**config.mk**
```make
export PLATFORM = sky130hd
export DESIGN_NAME = six_channel_led_pwm
export DESIGN_NICKNAME = d
export VERILOG_FILES = /design/src/logic/led_pwm_pkg.sv /design/src/logic/six_channel_led_pwm.sv
export SDC_FILE = /design/constraint.sdc
export NUM_CORES = 1
export LEC_CHECK = 0
export BUFFER_PORTS_ARGS = -buffer_cell sky130_fd_sc_hd__clkbuf_2
export CAP_MARGIN = 20
export CORE_MARGIN = 4
export CORE_UTILIZATION = 60
export DETAILED_ROUTE_END_ITERATION = 8
export GPL_TIMING_DRIVEN = 0
export PLACE_DENSITY_LB_ADDON = 0.2
export SYNTH_ARGS = -nofsm -noshare
export SYNTH_HDL_FRONTEND = slang
export SYNTH_SLANG_ARGS = --single-unit
```
**constraint.sdc**
```tcl
create_clock -name clk -period 8.28 [get_ports clk]
set_input_delay 0.414 -clock clk [delete_from_list [all_inputs] [get_ports clk]]
set_output_delay 0.414 -clock clk [all_outputs]
set_load 0.005 [all_outputs]
```
**src/logic/led_pwm_pkg.sv**
```systemverilog
// shared constants and types for the six channel led pwm block
package led_pwm_pkg;

	// channel count and register bus geometry
	localparam int unsigned NUM_CH     = 6;
	localparam int unsigned ADDR_W     = 8;
	localparam int unsigned DATA_W     = 32;

	// byte offsets: one config word per channel, then a status word
	localparam logic [7:0]  CH_CFG_BASE = 8'h00;
	localparam logic [7:0]  CH_CFG_STEP = 8'h04;
	localparam logic [7:0]  STATUS_OFS  = 8'h18;

	// config word field positions
	localparam int unsigned EN_POS     = 0;
	localparam int unsigned RATE_LSB   = 1;
	localparam int unsigned DUTY_LSB   = 4;
	localparam int unsigned CFG_W      = 8;

	// reset values: channel off, slowest rate, shortest duty
	localparam logic [7:0]  CH_CFG_RST = 8'h00;

	// axi response codes
	localparam logic [1:0]  RESP_OKAY  = 2'h0;
	localparam logic [1:0]  RESP_SLVERR = 2'h2;

	// timebase: clock rate and the period is cut into sixteen slots
	localparam longint unsigned CLK_HZ    = 64'd100_000_000;
	localparam longint unsigned SLOTS     = 64'd16;

	// pwm rates in millihertz, as printed in hertz times 1000
	localparam longint unsigned RATE0_MHZ = 64'd250;
	localparam longint unsigned RATE1_MHZ = 64'd500;
	localparam longint unsigned RATE2_MHZ = 64'd1000;
	localparam longint unsigned RATE3_MHZ = 64'd2000;
	localparam longint unsigned RATE4_MHZ = 64'd128000;
	localparam longint unsigned RATE5_MHZ = 64'd256000;

	// clock cycles per slot, rounded down so the rate is never slow
	localparam longint unsigned SLOT0_CYC = CLK_HZ * 1000 / (RATE0_MHZ * SLOTS);
	localparam longint unsigned SLOT1_CYC = CLK_HZ * 1000 / (RATE1_MHZ * SLOTS);
	localparam longint unsigned SLOT2_CYC = CLK_HZ * 1000 / (RATE2_MHZ * SLOTS);
	localparam longint unsigned SLOT3_CYC = CLK_HZ * 1000 / (RATE3_MHZ * SLOTS);
	localparam longint unsigned SLOT4_CYC = CLK_HZ * 1000 / (RATE4_MHZ * SLOTS);
	localparam longint unsigned SLOT5_CYC = CLK_HZ * 1000 / (RATE5_MHZ * SLOTS);

	// prescaler width, enough for the slowest slot
	localparam int unsigned PRE_W      = 25;

	// one channel's settings as software writes them
	typedef struct packed {
		logic [3:0] duty;   // on-time is (duty+1) sixteenths
		logic [2:0] rate;   // frequency select
		logic       en;     // channel drives its pin when set
	} chan_cfg_t;

	// bus handshake states, gray along idle -> answer
	typedef enum logic [1:0] {
		BUS_IDLE = 2'b00,
		BUS_RESP = 2'b01
	} bus_state_t;

endpackage : led_pwm_pkg

```
**src/logic/six_channel_led_pwm.sv**
```systemverilog
// six independent low-rate pwm led channels behind an axi4-lite slave
//
// The AXI4-Lite interface to the registers and the register offsets were left to the implementer.
`timescale 1ns/1ns
`default_nettype none

module six_channel_led_pwm #(
	// clock cycles per slot for each rate code; a bench may shrink them
	parameter int unsigned SLOT0 = int'(led_pwm_pkg::SLOT0_CYC),
	parameter int unsigned SLOT1 = int'(led_pwm_pkg::SLOT1_CYC),
	parameter int unsigned SLOT2 = int'(led_pwm_pkg::SLOT2_CYC),
	parameter int unsigned SLOT3 = int'(led_pwm_pkg::SLOT3_CYC),
	parameter int unsigned SLOT4 = int'(led_pwm_pkg::SLOT4_CYC),
	parameter int unsigned SLOT5 = int'(led_pwm_pkg::SLOT5_CYC)
) (
	input  wire logic                           clk,
	input  wire logic                           reset,
	// write address channel
	input  wire logic [led_pwm_pkg::ADDR_W-1:0] s_axi_awaddr,
	input  wire logic                           s_axi_awvalid,
	output logic                                s_axi_awready,
	// write data channel
	input  wire logic [led_pwm_pkg::DATA_W-1:0] s_axi_wdata,
	input  wire logic [3:0]                     s_axi_wstrb,
	input  wire logic                           s_axi_wvalid,
	output logic                                s_axi_wready,
	// write response channel
	output logic [1:0]                          s_axi_bresp,
	output logic                                s_axi_bvalid,
	input  wire logic                           s_axi_bready,
	// read address channel
	input  wire logic [led_pwm_pkg::ADDR_W-1:0] s_axi_araddr,
	input  wire logic                           s_axi_arvalid,
	output logic                                s_axi_arready,
	// read data channel
	output logic [led_pwm_pkg::DATA_W-1:0]      s_axi_rdata,
	output logic [1:0]                          s_axi_rresp,
	output logic                                s_axi_rvalid,
	input  wire logic                           s_axi_rready,
	// led driver pins, one per channel
	output logic [led_pwm_pkg::NUM_CH-1:0]      pwm_led_out
);
	// constants, field layout and state codes of the block
	import led_pwm_pkg::*;

	// per-channel settings, written by software
	chan_cfg_t                  cfg_q [NUM_CH];
	// write side handshake state
	bus_state_t                 wr_state_q;
	// read side handshake state
	bus_state_t                 rd_state_q;
	// registered answers
	logic [1:0]                 bresp_q;
	logic [DATA_W-1:0]          rdata_q;
	logic [1:0]                 rresp_q;
	// pin levels, also readable in the status word
	logic [NUM_CH-1:0]          pwm_q;
	// a write is taken when both address and data are offered and we are idle
	logic                       wr_take;
	// a read is taken when the address is offered and we are idle
	logic                       rd_take;
	// decoded write target
	logic [NUM_CH-1:0]          wr_hit;
	// address names a writable channel
	logic                       wr_ok;

	// index that no channel uses, the answer for every other address
	localparam logic [2:0] NO_CHAN = 3'(NUM_CH);

	// channel index of an address, or NO_CHAN when it is no channel
	// only exact aligned matches count, so a stray byte address or an
	// address past the last channel can never alias onto a channel
	function automatic logic [2:0] chan_of(input logic [ADDR_W-1:0] a);
		logic [2:0] idx;
		idx = NO_CHAN;
		// compare against each channel's own config word
		for (int unsigned i = 0; i < NUM_CH; i++) begin
			if (a == CH_CFG_BASE + CH_CFG_STEP * 8'(i)) begin
				// a match names the channel
				idx = 3'(i);
			end
		end
		return idx;
	endfunction : chan_of

	// cycles in one slot for a rate code
	function automatic logic [PRE_W-1:0] slot_len(input logic [2:0] r);
		logic [PRE_W-1:0] n;
		// start from the fastest rate so n is always set
		n = PRE_W'(SLOT5);
		case (r)
			3'h0: n = PRE_W'(SLOT0);
			3'h1: n = PRE_W'(SLOT1);
			3'h2: n = PRE_W'(SLOT2);
			3'h3: n = PRE_W'(SLOT3);
			// blink rates above, dim rates below
			3'h4: n = PRE_W'(SLOT4);
			3'h5: n = PRE_W'(SLOT5);
			default: n = PRE_W'(SLOT5);
		endcase
		return n;
	endfunction : slot_len

	// register bus: write path
	// one write in flight; reads run alongside on their own state

	// both write channels are taken in one edge; holding ready low
	// until both are there avoids buffering a lone address or data
	assign wr_take       = s_axi_awvalid && s_axi_wvalid
	                       && (wr_state_q == BUS_IDLE);
	assign s_axi_awready = wr_take;
	assign s_axi_wready  = wr_take;

	// decode the write address once for all channels
	always_comb begin
		// defaults: no channel hit, answer slave error
		wr_hit = '0;
		wr_ok  = 1'b0;
		if (chan_of(s_axi_awaddr) != NO_CHAN) begin
			// one-hot select of the addressed channel
			wr_hit[chan_of(s_axi_awaddr)] = 1'b1;
			// a hit is the only way to an okay answer
			wr_ok = 1'b1;
		end
	end

	// write response state: idle until taken, answer until bready
	always_ff @(posedge clk or posedge reset) begin
		if (reset) begin
			// no answer pending out of reset
			wr_state_q <= BUS_IDLE;
			bresp_q    <= RESP_OKAY;
		end else begin
			case (wr_state_q)
				// wait for address and data together
				BUS_IDLE: begin
					if (wr_take) begin
						// both halves taken: answer next cycle
						wr_state_q <= BUS_RESP;
						// status word and holes answer slave error
						bresp_q    <= wr_ok ? RESP_OKAY : RESP_SLVERR;
					end
				end
				// hold the answer until the master takes it
				BUS_RESP: begin
					if (s_axi_bready) begin
						// answer taken, ready for the next write
						wr_state_q <= BUS_IDLE;
					end
				end
				default: begin
					// unused code: fall back to idle, never lock up
					wr_state_q <= BUS_IDLE;
				end
			endcase
		end
	end

	// answer flag comes straight from the state, so it never glitches
	assign s_axi_bvalid = (wr_state_q == BUS_RESP);
	assign s_axi_bresp  = bresp_q;

	// channel config words; only byte lane 0 carries fields
	generate
		for (genvar c = 0; c < NUM_CH; c++) begin : g_cfg
			// one process per channel keeps each write enable local
			always_ff @(posedge clk or posedge reset) begin
				if (reset) begin
					// every channel starts off and parked
					cfg_q[c] <= chan_cfg_t'(CH_CFG_RST);
				end else if (wr_take && wr_hit[c] && s_axi_wstrb[0]) begin
					// upper data bits are dropped; the word has no more
					// fields, so upper lanes alone never change a channel
					cfg_q[c] <= chan_cfg_t'(s_axi_wdata[CFG_W-1:0]);
				end
			end
		end
	endgenerate

	// register bus: read path
	// reads never wait for writes; each side has its own state

	// one read in flight; the address is refused while answering
	assign rd_take       = s_axi_arvalid && (rd_state_q == BUS_IDLE);
	assign s_axi_arready = rd_take;

	// read answer state and data capture
	always_ff @(posedge clk or posedge reset) begin
		if (reset) begin
			// nothing to answer out of reset
			rd_state_q <= BUS_IDLE;
			rdata_q    <= '0;
			rresp_q    <= RESP_OKAY;
		end else begin
			case (rd_state_q)
				// capture data at the edge that takes the address
				BUS_IDLE: begin
					if (rd_take) begin
						// address taken: data stands from next cycle
						rd_state_q <= BUS_RESP;
						// okay unless the address is a hole
						rresp_q    <= RESP_OKAY;
						// clear first so unused bits read zero
						rdata_q    <= '0;
						if (chan_of(s_axi_araddr) != NO_CHAN) begin
							// config word, upper bits zero
							rdata_q[CFG_W-1:0] <= cfg_q[chan_of(s_axi_araddr)];
						end else if (s_axi_araddr == STATUS_OFS) begin
							// live pin levels, so software can see blinking
							rdata_q[NUM_CH-1:0] <= pwm_q;
						end else begin
							// unmapped or unaligned: error, data zero
							rresp_q <= RESP_SLVERR;
						end
					end
				end
				// hold data until the master takes it
				BUS_RESP: begin
					if (s_axi_rready) begin
						// data taken, accept the next address
						rd_state_q <= BUS_IDLE;
					end
				end
				default: begin
					// unused code: fall back to idle
					rd_state_q <= BUS_IDLE;
				end
			endcase
		end
	end

	// read answer leaves straight from registers
	assign s_axi_rvalid = (rd_state_q == BUS_RESP);
	assign s_axi_rdata  = rdata_q;
	assign s_axi_rresp  = rresp_q;

	// pwm channels
	// six identical channels; nothing is shared between them

	generate
		for (genvar c = 0; c < NUM_CH; c++) begin : g_pwm
			// each channel owns its prescaler and slot counter
			// cycles elapsed inside the current slot
			logic [PRE_W-1:0] pre_q;
			// slot number inside the period, 0..15
			logic [3:0]       slot_q;
			// last cycle of a slot
			logic             slot_end;

			// a shorter rate written mid-slot ends the slot at once
			// rather than letting the prescaler run to its wrap
			// limitation: a longer rate written mid-slot stretches it
			assign slot_end = (pre_q >= slot_len(cfg_q[c].rate) - PRE_W'(1));

			always_ff @(posedge clk or posedge reset) begin
				if (reset) begin
					// period starts at slot 0 after reset
					pre_q  <= '0;
					slot_q <= '0;
				end else if (!cfg_q[c].en) begin
					// disabled: park so enabling starts a fresh period
					pre_q  <= '0;
					slot_q <= '0;
				end else if (slot_end) begin
					// next slot; 15 wraps to 0 for a new period
					pre_q  <= '0;
					slot_q <= slot_q + 4'h1;
				end else begin
					// still inside the slot
					pre_q  <= pre_q + PRE_W'(1);
				end
			end

			// pin level is registered so it never glitches
			always_ff @(posedge clk or posedge reset) begin
				if (reset) begin
					// led dark during reset
					pwm_q[c] <= 1'b0;
				end else begin
					// duty 15 is never passed, so the pin stays on
					// gated by enable
					pwm_q[c] <= cfg_q[c].en && (slot_q <= cfg_q[c].duty);
				end
			end
		end
	endgenerate

	// pins leave straight from the channel flip-flops
	assign pwm_led_out = pwm_q;

endmodule : six_channel_led_pwm

`default_nettype wire

```
[Word-level counts from Yosys, hierarchy flattened]
Cells that the tools add are included.
Word-level totals
  flip-flop bits (word level): 244
  output and inout port bits: 47
  logic and storage cells: 227
Cells by class
  add/sub/neg operators: 18
  magnitude comparators: 15
  equal/unequal tests: 49
  mux-type cells: 67
  bitwise gates (word level): 1
  reduce and logical (&&, ||, !) cells: 36
Operator list (count)
  case mux 25 bit (5 select lines): 6
  2-to-1 mux 25 bit: 12
  adder 25 x 1 -> 25 bit, second input constant: 6
  greater-or-equal comparator 25 bit: 6
  subtractor 25 x 1 -> 25 bit, second input constant: 6
  2-to-1 mux 3 bit: 18
  2-to-1 mux 4 bit: 12
  == test 8 x 5 -> 1 bit, second input constant: 5
  == test 3 x 2 -> 1 bit, second input constant: 12
  == test 8 x 4 -> 1 bit, second input constant: 4
  adder 4 x 1 -> 4 bit, second input constant: 6
  binary-select mux 8 bit (select 3 bit): 1
  <= comparator 4 bit: 6
  logical AND 1 bit: 22
  == test 3 x 1 -> 1 bit, second input constant: 6
  == test 3 bit, second input constant: 6
  zero test 3 bit: 6
  2-to-1 mux 6 bit: 3
  == test 8 x 3 -> 1 bit, second input constant: 2
  zero test 8 bit: 2
  2-to-1 mux 2 bit: 8
  2-to-1 mux 8 bit: 2
  != test 2 x 1 -> 1 bit, second input constant: 8
  case mux 2 bit (2 select lines): 2
  other kinds (11): 19

[Depth between registers and ports, before layout]
Gate-level depths: netlist (run 1).
  word-level depth: 18
  depth in mapped cells: 15

[Least setup slack after synthesis (run 1)]
No wires, ideal clock.
  path type: reg2reg
  start: register cfg_q[27] (netlist bit)
  end: register g_pwm[2].pre_q[15]
  data arrival time: 3.137 ns
  setup slack: 5.072 ns
  stages on the path, launching flop included: 15
  buffers on the path: 2
  period minus slack after synthesis: 3.208 ns
  cell sequence: dfrtp_1 -> clkbuf_1 -> clkinv_1 -> ha_1 -> a21oi_1 -> o22ai_1 -> a21oi_1 -> ha_1 -> a21o_1 -> a21o_1 -> a221oi_1 -> nand2b_1 -> nand3_4 -> buf_6 -> nor2_1
On the way
  longest elaborated chain between the ends: 6
  elaborated cells between the ends (all ways): 10
  classes of those cells: add/sub: 1; order compare: 1; eq/ne: 4; mux: 3; reduce/logical: 1
Ends and longest elaborated chain
  start, declared: RTL line six_channel_led_pwm.sv:47  | chan_cfg_t cfg_q [NUM_CH];
  start signal, assigned by index: RTL line six_channel_led_pwm.sv:170  | cfg_q[c] <= chan_cfg_t'(CH_CFG_RST);
  start signal, assigned by index: RTL line six_channel_led_pwm.sv:174  | cfg_q[c] <= chan_cfg_t'(s_axi_wdata[CFG_W-1:0]);
  == test 3 bit, or another cell as far along: RTL line six_channel_led_pwm.sv:91  | case (r)
  case mux 25 bit (5 select lines) (*): RTL line six_channel_led_pwm.sv:91
  subtractor 25 x 1 -> 25 bit (*): RTL line six_channel_led_pwm.sv:253  | assign slot_end = (pre_q >= slot_len(cfg_q[c].rate) - PRE_W'(1));
  greater-or-equal comparator 25 bit (*): RTL line six_channel_led_pwm.sv:253
  2-to-1 mux 25 bit (*): RTL line six_channel_led_pwm.sv:264  | end else if (slot_end) begin
  2-to-1 mux 25 bit (*): RTL line six_channel_led_pwm.sv:260  | end else if (!cfg_q[c].en) begin
  end signal, assigned: RTL line six_channel_led_pwm.sv:270  | pre_q <= pre_q + PRE_W'(1);
  end, declared: RTL line six_channel_led_pwm.sv:244  | logic [PRE_W-1:0] pre_q;
Every way passes the cells marked *; elsewhere a longest branch is shown, timed or not.
A chain may end at the register's enable or synchronous reset.

[Worst setup path in the final report (run 1)]
  start: register cfg_q[11] (netlist bit)
  end: register g_pwm[4].pre_q[18]
On the way
  longest elaborated chain between the ends: 6
  elaborated cells between the ends (all ways): 10
  classes of those cells: add/sub: 1; order compare: 1; eq/ne: 4; mux: 3; reduce/logical: 1
Ends and longest elaborated chain (RTL line)
  == test 3 bit, or another cell as far along: six_channel_led_pwm.sv:91
  case mux 25 bit (5 select lines) (*): six_channel_led_pwm.sv:91
  subtractor 25 x 1 -> 25 bit (*): six_channel_led_pwm.sv:253
  greater-or-equal comparator 25 bit (*): six_channel_led_pwm.sv:253
  2-to-1 mux 25 bit (*): six_channel_led_pwm.sv:264
  2-to-1 mux 25 bit (*): six_channel_led_pwm.sv:260
  end signal, assigned: six_channel_led_pwm.sv:270
  end, declared: six_channel_led_pwm.sv:244
Marks and branches as above.

==> results of run 1 <==
worst paths after layout:
| path | startpoint | end | slack [ps] | cells past startpoint |
|---|---|---|---|---|
| setup / recovery | cfg_q[11] | g_pwm[4].pre_q[18] | 4300 | 14 |
| hold / removal | s_axi_bready | wr_state_q[0] | 50 | 2 |
| hold reg to reg | s_axi_rdata[7] | s_axi_rdata[7] | 480 | 2 |
| setup reg to reg | cfg_q[11] | g_pwm[4].pre_q[18] | 4300 | 14 |
| max in group asynchronous | reset | g_pwm[2].pre_q[10] | 7040 | 4 |
| min in group asynchronous | reset | g_pwm[1].pre_q[15] | 420 | 3 |
cell usage after synthesis, types with 22 or more instances:
cell type	number	area [sq um]
a21oi_1	77	385
xor2_1	80	701
mux2_2	48	541
buf_4	29	218
dfrtp_1	240	6010
nand4_1	57	357
nor2_1	229	860
o21ai_0	62	310
and3_1	33	206
xnor2_1	64	561
ha_1	192	2400
mux2i_1	46	460
inv_1	92	345
nand2_1	166	623
clkbuf_1	32	120
nor3_1	22	110
nand3_1	82	410
registers in the layout (all words and copies together), names as in the netlist:
signal and count:
g_pwm.pre_q 150, cfg_q 48, g_pwm.slot_q 24, s_axi_rdata 8, pwm_led_out 6, rd_state_q 1
s_axi_bresp 1, s_axi_rresp 1, wr_state_q 1
report_power, final:
part	switching [mW]	total, mW	internal (mW)	leakage [nW]
sequential	0.00583	1.19	1.18	3.34
combinational	0.0761	0.118	0.0418	4.78
clock	0.492	1.20	0.710	0.437
total	0.574	2.51	1.93	8.56
cell families (layout without fill, tap and decap cells):
kind of cell	after synthesis	count (layout)	synth area share (%)
mux	94	94	6.19
simple gates	673	673	19.6
flops	240	240	37.1
compound gates	240	240	9.59
fa+ha+maj	192	192	14.9
other cells	1	33	0.0232
buf+inv	169	270	4.86
xor+xnor	144	144	7.80
layer usage:
metal	global-route usage (%)	vias up	part of all wire, %
li1	-	6289	-
met5	0	-	0
met2	41.6	231	48
met3	2.99	62	3.6
met1	33.8	6225	46
met4	5.78	0	2.2
final cells by class:
type                            instances  area, sq um
Clock inverter                         14          144
Sequential cell                       240         6010
Multi-Input combinational cell       1375         9500
Timing Repair Buffer                   51          305
Clock buffer                           36          759
Tap cell                              335          419
Inverter                               98          375
Buffer                                 71          418
Antenna cell                            1         2.50
Fill cell                            2115         8350
critical path, delay by kind of cell, from the launching register on:
family | cells | cell delay (ps)
buffers and inverters | 4 | 1250
AND/OR/NAND/NOR | 2 | 450
AO/OA/AOI/OAI | 6 | 1230
flip-flops | 1 | 390
adder cells (fa/ha/maj) | 2 | 590
stage by stage:
step	instance area, sq um	hold slack, ps	power (mW)
finish	17900	49.7	2.51
global route	17900	65.3	2.60
CTS	17900	30.9	2.53
detailed placement	17000	442	1.33
global placement	17000	457	1.32
floorplan	16300	462	1.28
==> summary.txt, run 1 <==
Outcome
  • Outcome: complete, no violations

Detailed routing
  • DRC Markers: 0
  • Post-route ant nets: 0
  • Drt first-iter violations: 832
  • WL final: 35900 um
  • TritonRoute pass-1 iters: 6
  • Drt wl/cell: 16.2 um
  • Vias: 12800
  • Mean number of vias per cell: 5.77

Timing
  • Fin Setup TNS: 0 ps
  • Worst-Margin Slew: 943 ps
  • Fin. max-slew vios: 0
  • Clock Skew: 9.17 ps
  • # setup viols final: 0
  • Final WS setup: 4300 ps
  • Final Hold Viols: 0
  • RSZ-0062 raised after global routing: false
  • Period utilisation layout: 48.1%
  • Relative slew slack: 36.6%
  • Fmax: 251 MHz
  • Fin crit period: 3980 ps

Die
  • Die W: 172 um
  • Initial Utilization: 61.5%
  • Top Ports: 106
  • Die span in y: 172 um
  • Core Region: 26300 sq um
  • Row Count: 59
  • Die footprint: 29600 sq um

Clock network
  • Hold-fix buffers, CTS: 1
  • Worst-path clk slew: 60 ps
  • H-tree depth: 1
  • CTS tree: done
  • Root buf cell: clkbuf_16
  • Post-CTS Repair Setup Buffers: 0
  • Total CTS buffers: 27
  • Clock Sink Count: 240
  • Resized Gates After CTS: 0
  • Clock Path Buffers: 3
  • Worst-skew pair later-pin latency: 540 ps

Yosys
  • Number of synthesized flops with an enable pin: 0
  • Synth Area per Inst: 9.23 sq um
  • Unique masters post-synth: 69
  • Synthesized instance count: 1753
  • Post-synth top flop: dfrtp_1
  • FF+latch count, synth: 240
  • Area of the mapped netlist: 16200 sq um
  • Warnings, synthesis: 0
  • Post-synth ARST share: 100%
  • Post-synthesis sequential area ratio: 37.1%

Global route
  • Pin count of the biggest net entering global routing: 100
  • Initial antenna violation count: 0
  • GRT Overall Usage: 24.5%
  • First-pass GRT wire length: 60900 um
  • Grt ovf: 0
  • Vias in the first global route: 12800

Final layout
  • Layout Area Growth over Synthesis: 10.8%
  • Commonest non-fill, non-tap cells in the layout: dfrtp_1 (240), nor2_1 (229), ha_1 (192)
  • Nets: 2115
  • Commonest non-fill, non-tap cell in the layout: dfrtp_1
  • Util after Layout: 68.2%
  • Non-filler cells, final: 2221
  • Share of post-route cells with drive strength above 1: 11.4%

Hold path
  • Hold Path Class: in2reg

Placed design
  • Buffers added on ports: 48
  • DP Wirelength: 27000 um
  • GPL Wtd Cong: 0.868
  • Dpl cells: 2169
  • DP Worst Slack: 4350 ps

Worst setup path
  • Critical path, cell by cell: clkbuf_1 -> clkinv_1 -> o21ai_0 -> inv_1 -> ha_1 -> o21ai_0 -> a21boi_0 -> ha_1 -> a211oi_1 -> o221a_2 -> o2111a_1 -> nand3_1 -> clkbuf_1 -> nor2_1
  • CP Max Fanout: 11
  • Worst endpoint required time: 8740 ps
  • Crit path launch type: flop
  • WS Path Type: reg2reg
  • Arr. time, crit path: 4450 ps
  • Crit-path slowest cell: clkbuf_1
  • Max stage delay on crit path: 430 ps
  • CP endpoint kind: flop

Run
  • Max-Cap Viols: 0

Pwr
  • Power per cell area: 140 nW/um^2
  • Leak Pwr: 8.56 nW
  • Worst IR drop on VDD: 159 uV
(Power assumes the default switching activity.)
==> inputs of run 2 (changes only) <==
Clock period 8.28 ns to 3.86 ns, I/O delays scaled along.
==> run 2 against run 1 <==
Utilization grew 0.76 points; final area grew 1.1%; worst setup slack lost 4100 ps; register-to-register slack lost 4100 ps; clock skew grew 9.8 ps; non-clock buffer count grew 13; routed wire length grew 1.6%; sequential share of layout area shrank 0.37 points; highest routed layer is now met5.
==> summary.txt, run 2 (same netlist as run 1, synthesis figures left out) <==
Timing
  • Worst-Margin Slew: 918 ps (-24.8 ps)
  • WHS: 19.4 ps (-30.3 ps)
  • Fin. max-slew vios: 0 (unchanged)
  • Final WS setup: 225 ps (-4070 ps)
  • # setup viols final: 0 (unchanged)
  • Final Hold Viols: 0 (unchanged)
  • Fin crit period: 3640 ps (-350 ps)
  • Fmax: 275 MHz (+9.6%)
  • Clock Skew: 18.9 ps (+9.77 ps)
  • RSZ-0062 raised after global routing: false
  • Period utilisation layout: 94.2% (+46 points)
  • Relative slew slack: 38.2% (+1.7 points)

Placed design
  • Dpl cells: 2174 (+0.23%)
  • DP Wirelength: 27400 um (+1.5%)
  • Buffers added on ports: 48 (unchanged)
  • DP Worst Slack: -19.3 ps (-4370 ps)
  • GPL Wtd Cong: 0.860 (-0.92%)

Worst setup path
  • Worst endpoint required time: 4320 ps (-4420 ps)
  • Crit-path slowest cell: dfrtp_1
  • CP Max Fanout: 10 (-1)
  • Reg2Reg Depth: 14 (unchanged)
  • Crit path depth: 14 (unchanged)
  • R2r endpoint: g_pwm[0].pre_q[14]
  • Worst Path Buf+Inv: 3 (-1)
  • WS Path Type: reg2reg
  • FF-to-FF setup slack: 220 ps (-4070 ps)
  • Arr. time, crit path: 4100 ps (-350 ps)
  • Max stage delay on crit path: 440 ps (about the same)
  • Crit path launch type: flop
  • Most frequent CP cell: ha_1
  • R2R Path Start: cfg_q[43]
  • Critical path, cell by cell: clkbuf_1 -> a21oi_2 -> ha_1 -> a21bo_2 -> xor2_1 -> ha_1 -> a211oi_1 -> o21ai_1 -> a221oi_1 -> o211ai_2 -> or2_2 -> buf_2 -> buf_6 -> nor2_1
  • CP endpoint kind: flop
  • Critical path's top delay family: compound AO/OA/AOI/OAI gates

Final layout
  • Filler cell count in the final layout: 2066 (-2.3%)
  • Share of post-route cells with drive strength above 1: 12.3% (+0.87 points)
  • Biggest register: g_pwm.pre_q
  • Largest register FFs: 150 (unchanged)
  • Multi-input logic area: 9510 sq um (+0.11%)
  • Antenna Cells: 0 (-1)
  • Nets: 2128 (+0.61%)
  • Largest registers: g_pwm.pre_q (150), cfg_q (48), g_pwm.slot_q (24)
  • Commonest non-fill, non-tap cell in the layout: dfrtp_1
  • Non-filler cells, final: 2233 (+0.54%)
  • Commonest non-fill, non-tap cells in the layout: dfrtp_1 (240), nor2_1 (229), ha_1 (192)
  • Register area: 6010 sq um (unchanged)
  • Layout Area Growth over Synthesis: 12.1%

Detailed routing
  • WL final: 36500 um (+1.6%)
  • Met2 WL: 17200 um (+0.44%)
  • Mean number of vias per cell: 5.80 (+0.65%)
  • M1 wire length: 16900 um (+1.2%)
  • Met3 wire length: 1580 um (+23%)
  • Drt first-iter violations: 782 (-6.0%)
  • Drt wl/cell: 16.3 um (+1.0%)
  • TritonRoute pass-1 iters: 5 (-1)
  • Vias: 13000 (+1.2%)
  • DRC Markers: 0 (unchanged)
  • Post-route ant nets: 0 (unchanged)
  • DR top layer: met5

Outcome
  • Outcome: complete, no violations

Die
  • Die span in y: 172 um (unchanged)
  • Row Count: 59 (unchanged)
  • Core Region: 26300 sq um (unchanged)
  • Initial Utilization: 61.5% (unchanged)
  • Die footprint: 29600 sq um (unchanged)
  • Die W: 172 um (unchanged)
  • Top Ports: 106 (unchanged)

Global route
  • Vias in the first global route: 13000 (+1.4%)
  • GRT Overall Usage: 25.1% (+0.57 points)
  • Initial antenna violation count: 1 (+1)
  • First-pass GRT wire length: 62000 um (+1.9%)
  • Pin count of the biggest net entering global routing: 43 (-57%)
  • Grt ovf: 0 (unchanged)

Hold path
  • Min-Delay Endpoint: s_axi_rresp[1]
  • WHS Path Cells: 3 (+1)
  • Hold Crit Start: s_axi_arvalid
  • Hold Path Class: in2reg

Pwr
  • Power per cell area: 302 nW/um^2 (+120%)
  • Tot Pwr: 5.47 mW (+120%)
  • Worst IR drop on VDD: 352 uV (+120%)
  • Leak Pwr: 8.67 nW (+1.3%)

Clock network
  • Worst-skew pair later-pin latency: 550 ps (about the same)
  • Root buf cell: clkbuf_16
  • Worst-path clk slew: 60 ps (about the same)
  • CTS tree: done
  • H-tree depth: 1 (unchanged)
  • Clock Sink Count: 240 (unchanged)
  • Total CTS buffers: 27 (unchanged)
  • Clock Path Buffers: 3 (unchanged)

Run
  • Max-Cap Viols: 0 (unchanged)
[run 2: per-layer routing]
layer / up-vias / GRT usage (%)
met3: 67 / 3.06
met2: 305 / 42.7
met1: 6274 / 34.5
met4: 2 / 5.84
met5: - / 0
li1: 6312 / -
[run 2: cell type report]
cell class	instances	share of cell area, %
repair buffers	65	2.61
inverters	98	2.09
plain buffers	70	2.31
flip-flops and latches	240	33.1
clock buffers	35	4.22
well taps	335	2.31
multi-input cells	1375	52.5
clock inverters	15	0.863
[run 2: power by group]
part	total (mW)	leakage, nW	internal, mW	switching [mW]
Combinational	0.269	4.86	0.103	0.167
Clock	2.66	0.464	1.60	1.07
Sequential	2.54	3.34	2.53	0.0129
[run 2: worst max-delay path by stage]
stage | startpoint | to | slack, ps
after global placement | reset | g_pwm[4].pre_q[24] | -880
after CTS | cfg_q[11] | g_pwm[4].pre_q[9] | 0.1
final | cfg_q[43] | g_pwm[0].pre_q[14] | 220
after detailed placement | cfg_q[11] | g_pwm[4].pre_q[16] | -20
after floorplan | reset | cfg_q[0] | 520
after global routing | cfg_q[43] | g_pwm[0].pre_q[8] | 3
[run 2: worst reg2reg max path, cell delays in order, from the launching register on]
cell and delay [ps]:
dfrtp_1 440, clkbuf_1 270, a21oi_2 240, ha_1 240
a21bo_2 240, xor2_1 140, ha_1 290, a211oi_1 190
o21ai_1 100, a221oi_1 400, o211ai_2 240, or2_2 330
buf_2 180, buf_6 160, nor2_1 110
[run 2: what timing repair did]
action / in CTS / in global routing
endpoints found under the setup margin: 28 / 96
buffers inserted: 0 / 3
endpoints found under the hold margin: 38 / 0
resized for setup: 2 / 9
pin swaps: 0 / 1
hold buffers: 7 / 0
[run 2: stage by stage]
step / utilization [%] / area [sq um] / TNS (ps)
floorplan: - / 16300 / 0
global placement: 64.5 / 17000 / -204740
detailed placement: 65.0 / 17100 / -56.6
CTS: 68.8 / 18100 / 0
global route: 69.0 / 18100 / 0
finish: 69.0 / 18100 / 0
==> inputs of run 3 (changes only) <==
Clock period 3.86 ns to 3.8 ns, I/O delays scaled along.
==> run 3 against run 2 <==
Non-clock buffer count did not move; critical path type unchanged; hold slack gained 5.8 ps; combinational power is 2% higher; largest power group unchanged; die area did not move; largest cell class unchanged; critical endpoint is now g_pwm[1].pre_q[23]; count of clock-buffer cells in the layout is the same; worst setup slack better by 24 ps; routed wire length is essentially flat; cell count did not move; utilization is essentially flat.
==> summary.txt, run 3 (same netlist as run 1, synthesis figures left out) <==
Worst setup path
  • Critical path, cell by cell: clkbuf_1 -> a21oi_1 -> ha_1 -> a21bo_2 -> xor2_1 -> ha_1 -> o211ai_1 -> o21ai_0 -> a211oi_1 -> o211a_1 -> nand2_1 -> clkbuf_1 -> nor2_1
  • Reg2Reg Depth: 13 (-1)
  • Max stage delay on crit path: 430 ps (about the same)
  • CP endpoint kind: flop
  • Worst endpoint required time: 4200 ps (-120 ps)
  • WS Path Type: reg2reg
  • Crit-path slowest cell: dfrtp_1
  • Critical path's top delay family: compound AO/OA/AOI/OAI gates
  • Crit path depth: 13 (-1)
  • Crit path launch type: flop
  • CP Max Fanout: 10 (unchanged)
  • Arr. time, crit path: 3950 ps (-150 ps)
  • Worst Path Buf+Inv: 2 (-1)
  • FF-to-FF setup slack: 250 ps (+20 ps)

Pwr
  • Comb pwr share: 4.9% (about the same)
  • Worst IR drop on VDD: 357 uV (+1.6%)
  • Switching share of power: 22.8% (+0.056 points)
  • Clock network fraction of design power: 48.6% (about the same)
  • Internal power: 4.30 mW (+1.6%)
  • Leak Pwr: 8.67 nW (about the same)
  • Power per cell area: 307 nW/um^2 (+1.6%)
  • Tot Pwr: 5.57 mW (+1.7%)
  • Reg power frac: 46.4% (about the same)
  • P_sw: 1.27 mW (+1.9%)

Placed design
  • Dpl cells: 2174 (unchanged)
  • DP Worst Slack: -79.3 ps (-60.0 ps)
  • GPL Wtd Cong: 0.860 (unchanged)
  • Buffers added on ports: 48 (unchanged)
  • DP Wirelength: 27400 um (unchanged)

Timing
  • Relative slew slack: 38.2% (-0.049 points)
  • Final WS setup: 248 ps (+23.7 ps)
  • Final Hold Viols: 0 (unchanged)
  • Fin. max-slew vios: 0 (unchanged)
  • WHS: 25.2 ps (+5.78 ps)
  • Clock Skew: 17.2 ps (-1.76 ps)
  • Period utilisation layout: 93.5% (-0.71 points)
  • # setup viols final: 0 (unchanged)
  • Worst-Margin Slew: 919 ps (+0.736 ps)
  • Fin crit period: 3550 ps (-83.7 ps)
  • RSZ-0062 raised after global routing: false
  • Fin Setup TNS: 0 ps (unchanged)
  • Fmax: 282 MHz (+2.4%)

Final layout
  • Commonest non-fill, non-tap cell in the layout: dfrtp_1
  • Nets: 2128 (unchanged)
  • Commonest non-fill, non-tap cells in the layout: dfrtp_1 (240), nor2_1 (229), ha_1 (192)
  • Antenna Cells: 0 (unchanged)
  • Largest registers: g_pwm.pre_q (150), cfg_q (48), g_pwm.slot_q (24)
  • Non-filler cells, final: 2233 (unchanged)
  • Layout Area Growth over Synthesis: 12.1% (about the same)
  • Share of post-route cells with drive strength above 1: 12.3% (unchanged)
  • Largest register FFs: 150 (unchanged)
  • Biggest register: g_pwm.pre_q

Clock network
  • Worst-path clk slew: 60 ps (about the same)
  • CTS tree: done
  • H-tree depth: 1 (unchanged)
  • Total CTS buffers: 27 (unchanged)
  • Root buf cell: clkbuf_16
  • Clock Path Buffers: 3 (unchanged)
  • Clock Sink Count: 240 (unchanged)
  • Worst-skew pair later-pin latency: 540 ps (about the same)

Die
  • Core Region: 26300 sq um (unchanged)
  • Top Ports: 106 (unchanged)
  • Die W: 172 um (unchanged)
  • Initial Utilization: 61.5% (unchanged)
  • Row Count: 59 (unchanged)
  • Die footprint: 29600 sq um (unchanged)
  • Die span in y: 172 um (unchanged)

Detailed routing
  • TritonRoute pass-1 iters: 5 (unchanged)
  • WL final: 36500 um (about the same)
  • Vias: 12900 (-0.32%)
  • Drt wl/cell: 16.3 um (about the same)
  • Mean number of vias per cell: 5.79 (-0.32%)
  • Post-route ant nets: 0 (unchanged)
  • Drt first-iter violations: 795 (+1.7%)
  • DRC Markers: 0 (unchanged)

Global route
  • Grt ovf: 0 (unchanged)
  • Pin count of the biggest net entering global routing: 43 (unchanged)
  • Initial antenna violation count: 1 (unchanged)
  • First-pass GRT wire length: 62100 um (about the same)
  • Vias in the first global route: 13000 (+0.10%)
  • GRT Overall Usage: 25.1% (about the same)

Hold path
  • WHS Path Cells: 3 (unchanged)
  • Hold Path Class: in2reg

Run
  • Max-Cap Viols: 0 (unchanged)

Outcome
  • Outcome: complete, no violations
## run 3: stage by stage
step	instance area [sq um]	utilization, %
after CTS	18100	68.9
after global placement	17000	64.5
after detailed placement	17100	65.0
after global routing	18100	69.0
final	18100	69.0
after floorplan	16300	-
## run 3: timing repair
action / 4_1_cts / 5_1_grt
resized for setup: 3 / 8
endpoints found under the setup margin: 40 / 95
endpoints found under the hold margin: 39 / 0
hold buffers: 8 / 0
setup buffers: 0 / 3
pin swaps: 0 / 1
## run 3: routing by layer
layer | wire length [um] | global-route usage, %
met5 | 7 | 0
met4 | 783 | 5.84
met3 | 1470 | 3.06
met2 | 17200 | 42.8
met1 | 17000 | 34.5
## run 3: cell type report
cell class / instances / area (sq um)
repair buffers: 66 / 483
plain buffers: 69 / 415
clock inverters: 15 / 156
flip-flops and latches: 240 / 6010
clock buffers: 35 / 766
well taps: 335 / 419
inverters: 98 / 377
fillers: 2065 / 8150
multi-input cells: 1375 / 9510
## run 3: power groups by stage
| stage | logic, mW | registers [mW] | clock network (mW) |
|---|---|---|---|
| floorplan | 0.167 | 2.63 | 0 |
| global placement | 0.241 | 2.63 | 0 |
| detailed placement | 0.266 | 2.63 | 0 |
| CTS | 0.276 | 2.58 | 2.75 |
| global route | 0.311 | 2.58 | 2.86 |
| finish | 0.274 | 2.58 | 2.71 |
## run 3: final timing paths
| kind | from | to |
|---|---|---|
| hold / removal | s_axi_awaddr[3] | s_axi_bresp[1] |
| min in group asynchronous | reset | cfg_q[30] |
| max in group asynchronous | reset | g_pwm[0].pre_q[12] |
| setup / recovery | cfg_q[35] | g_pwm[1].pre_q[23] |
| hold reg to reg | s_axi_rdata[3] | s_axi_rdata[3] |
| setup reg to reg | cfg_q[35] | g_pwm[1].pre_q[23] |
## run 3: worst register-to-register path: cells and delay by family, from the launching register on
kind | cells | cell delay (ps)
AOI/OAI and AO/OA | 6 | 1270
buffers and inverters | 2 | 670
adders and majority gates | 2 | 550
DFF | 1 | 430
and+or+nand+nor | 2 | 350
xor gates and xnor gates | 1 | 140
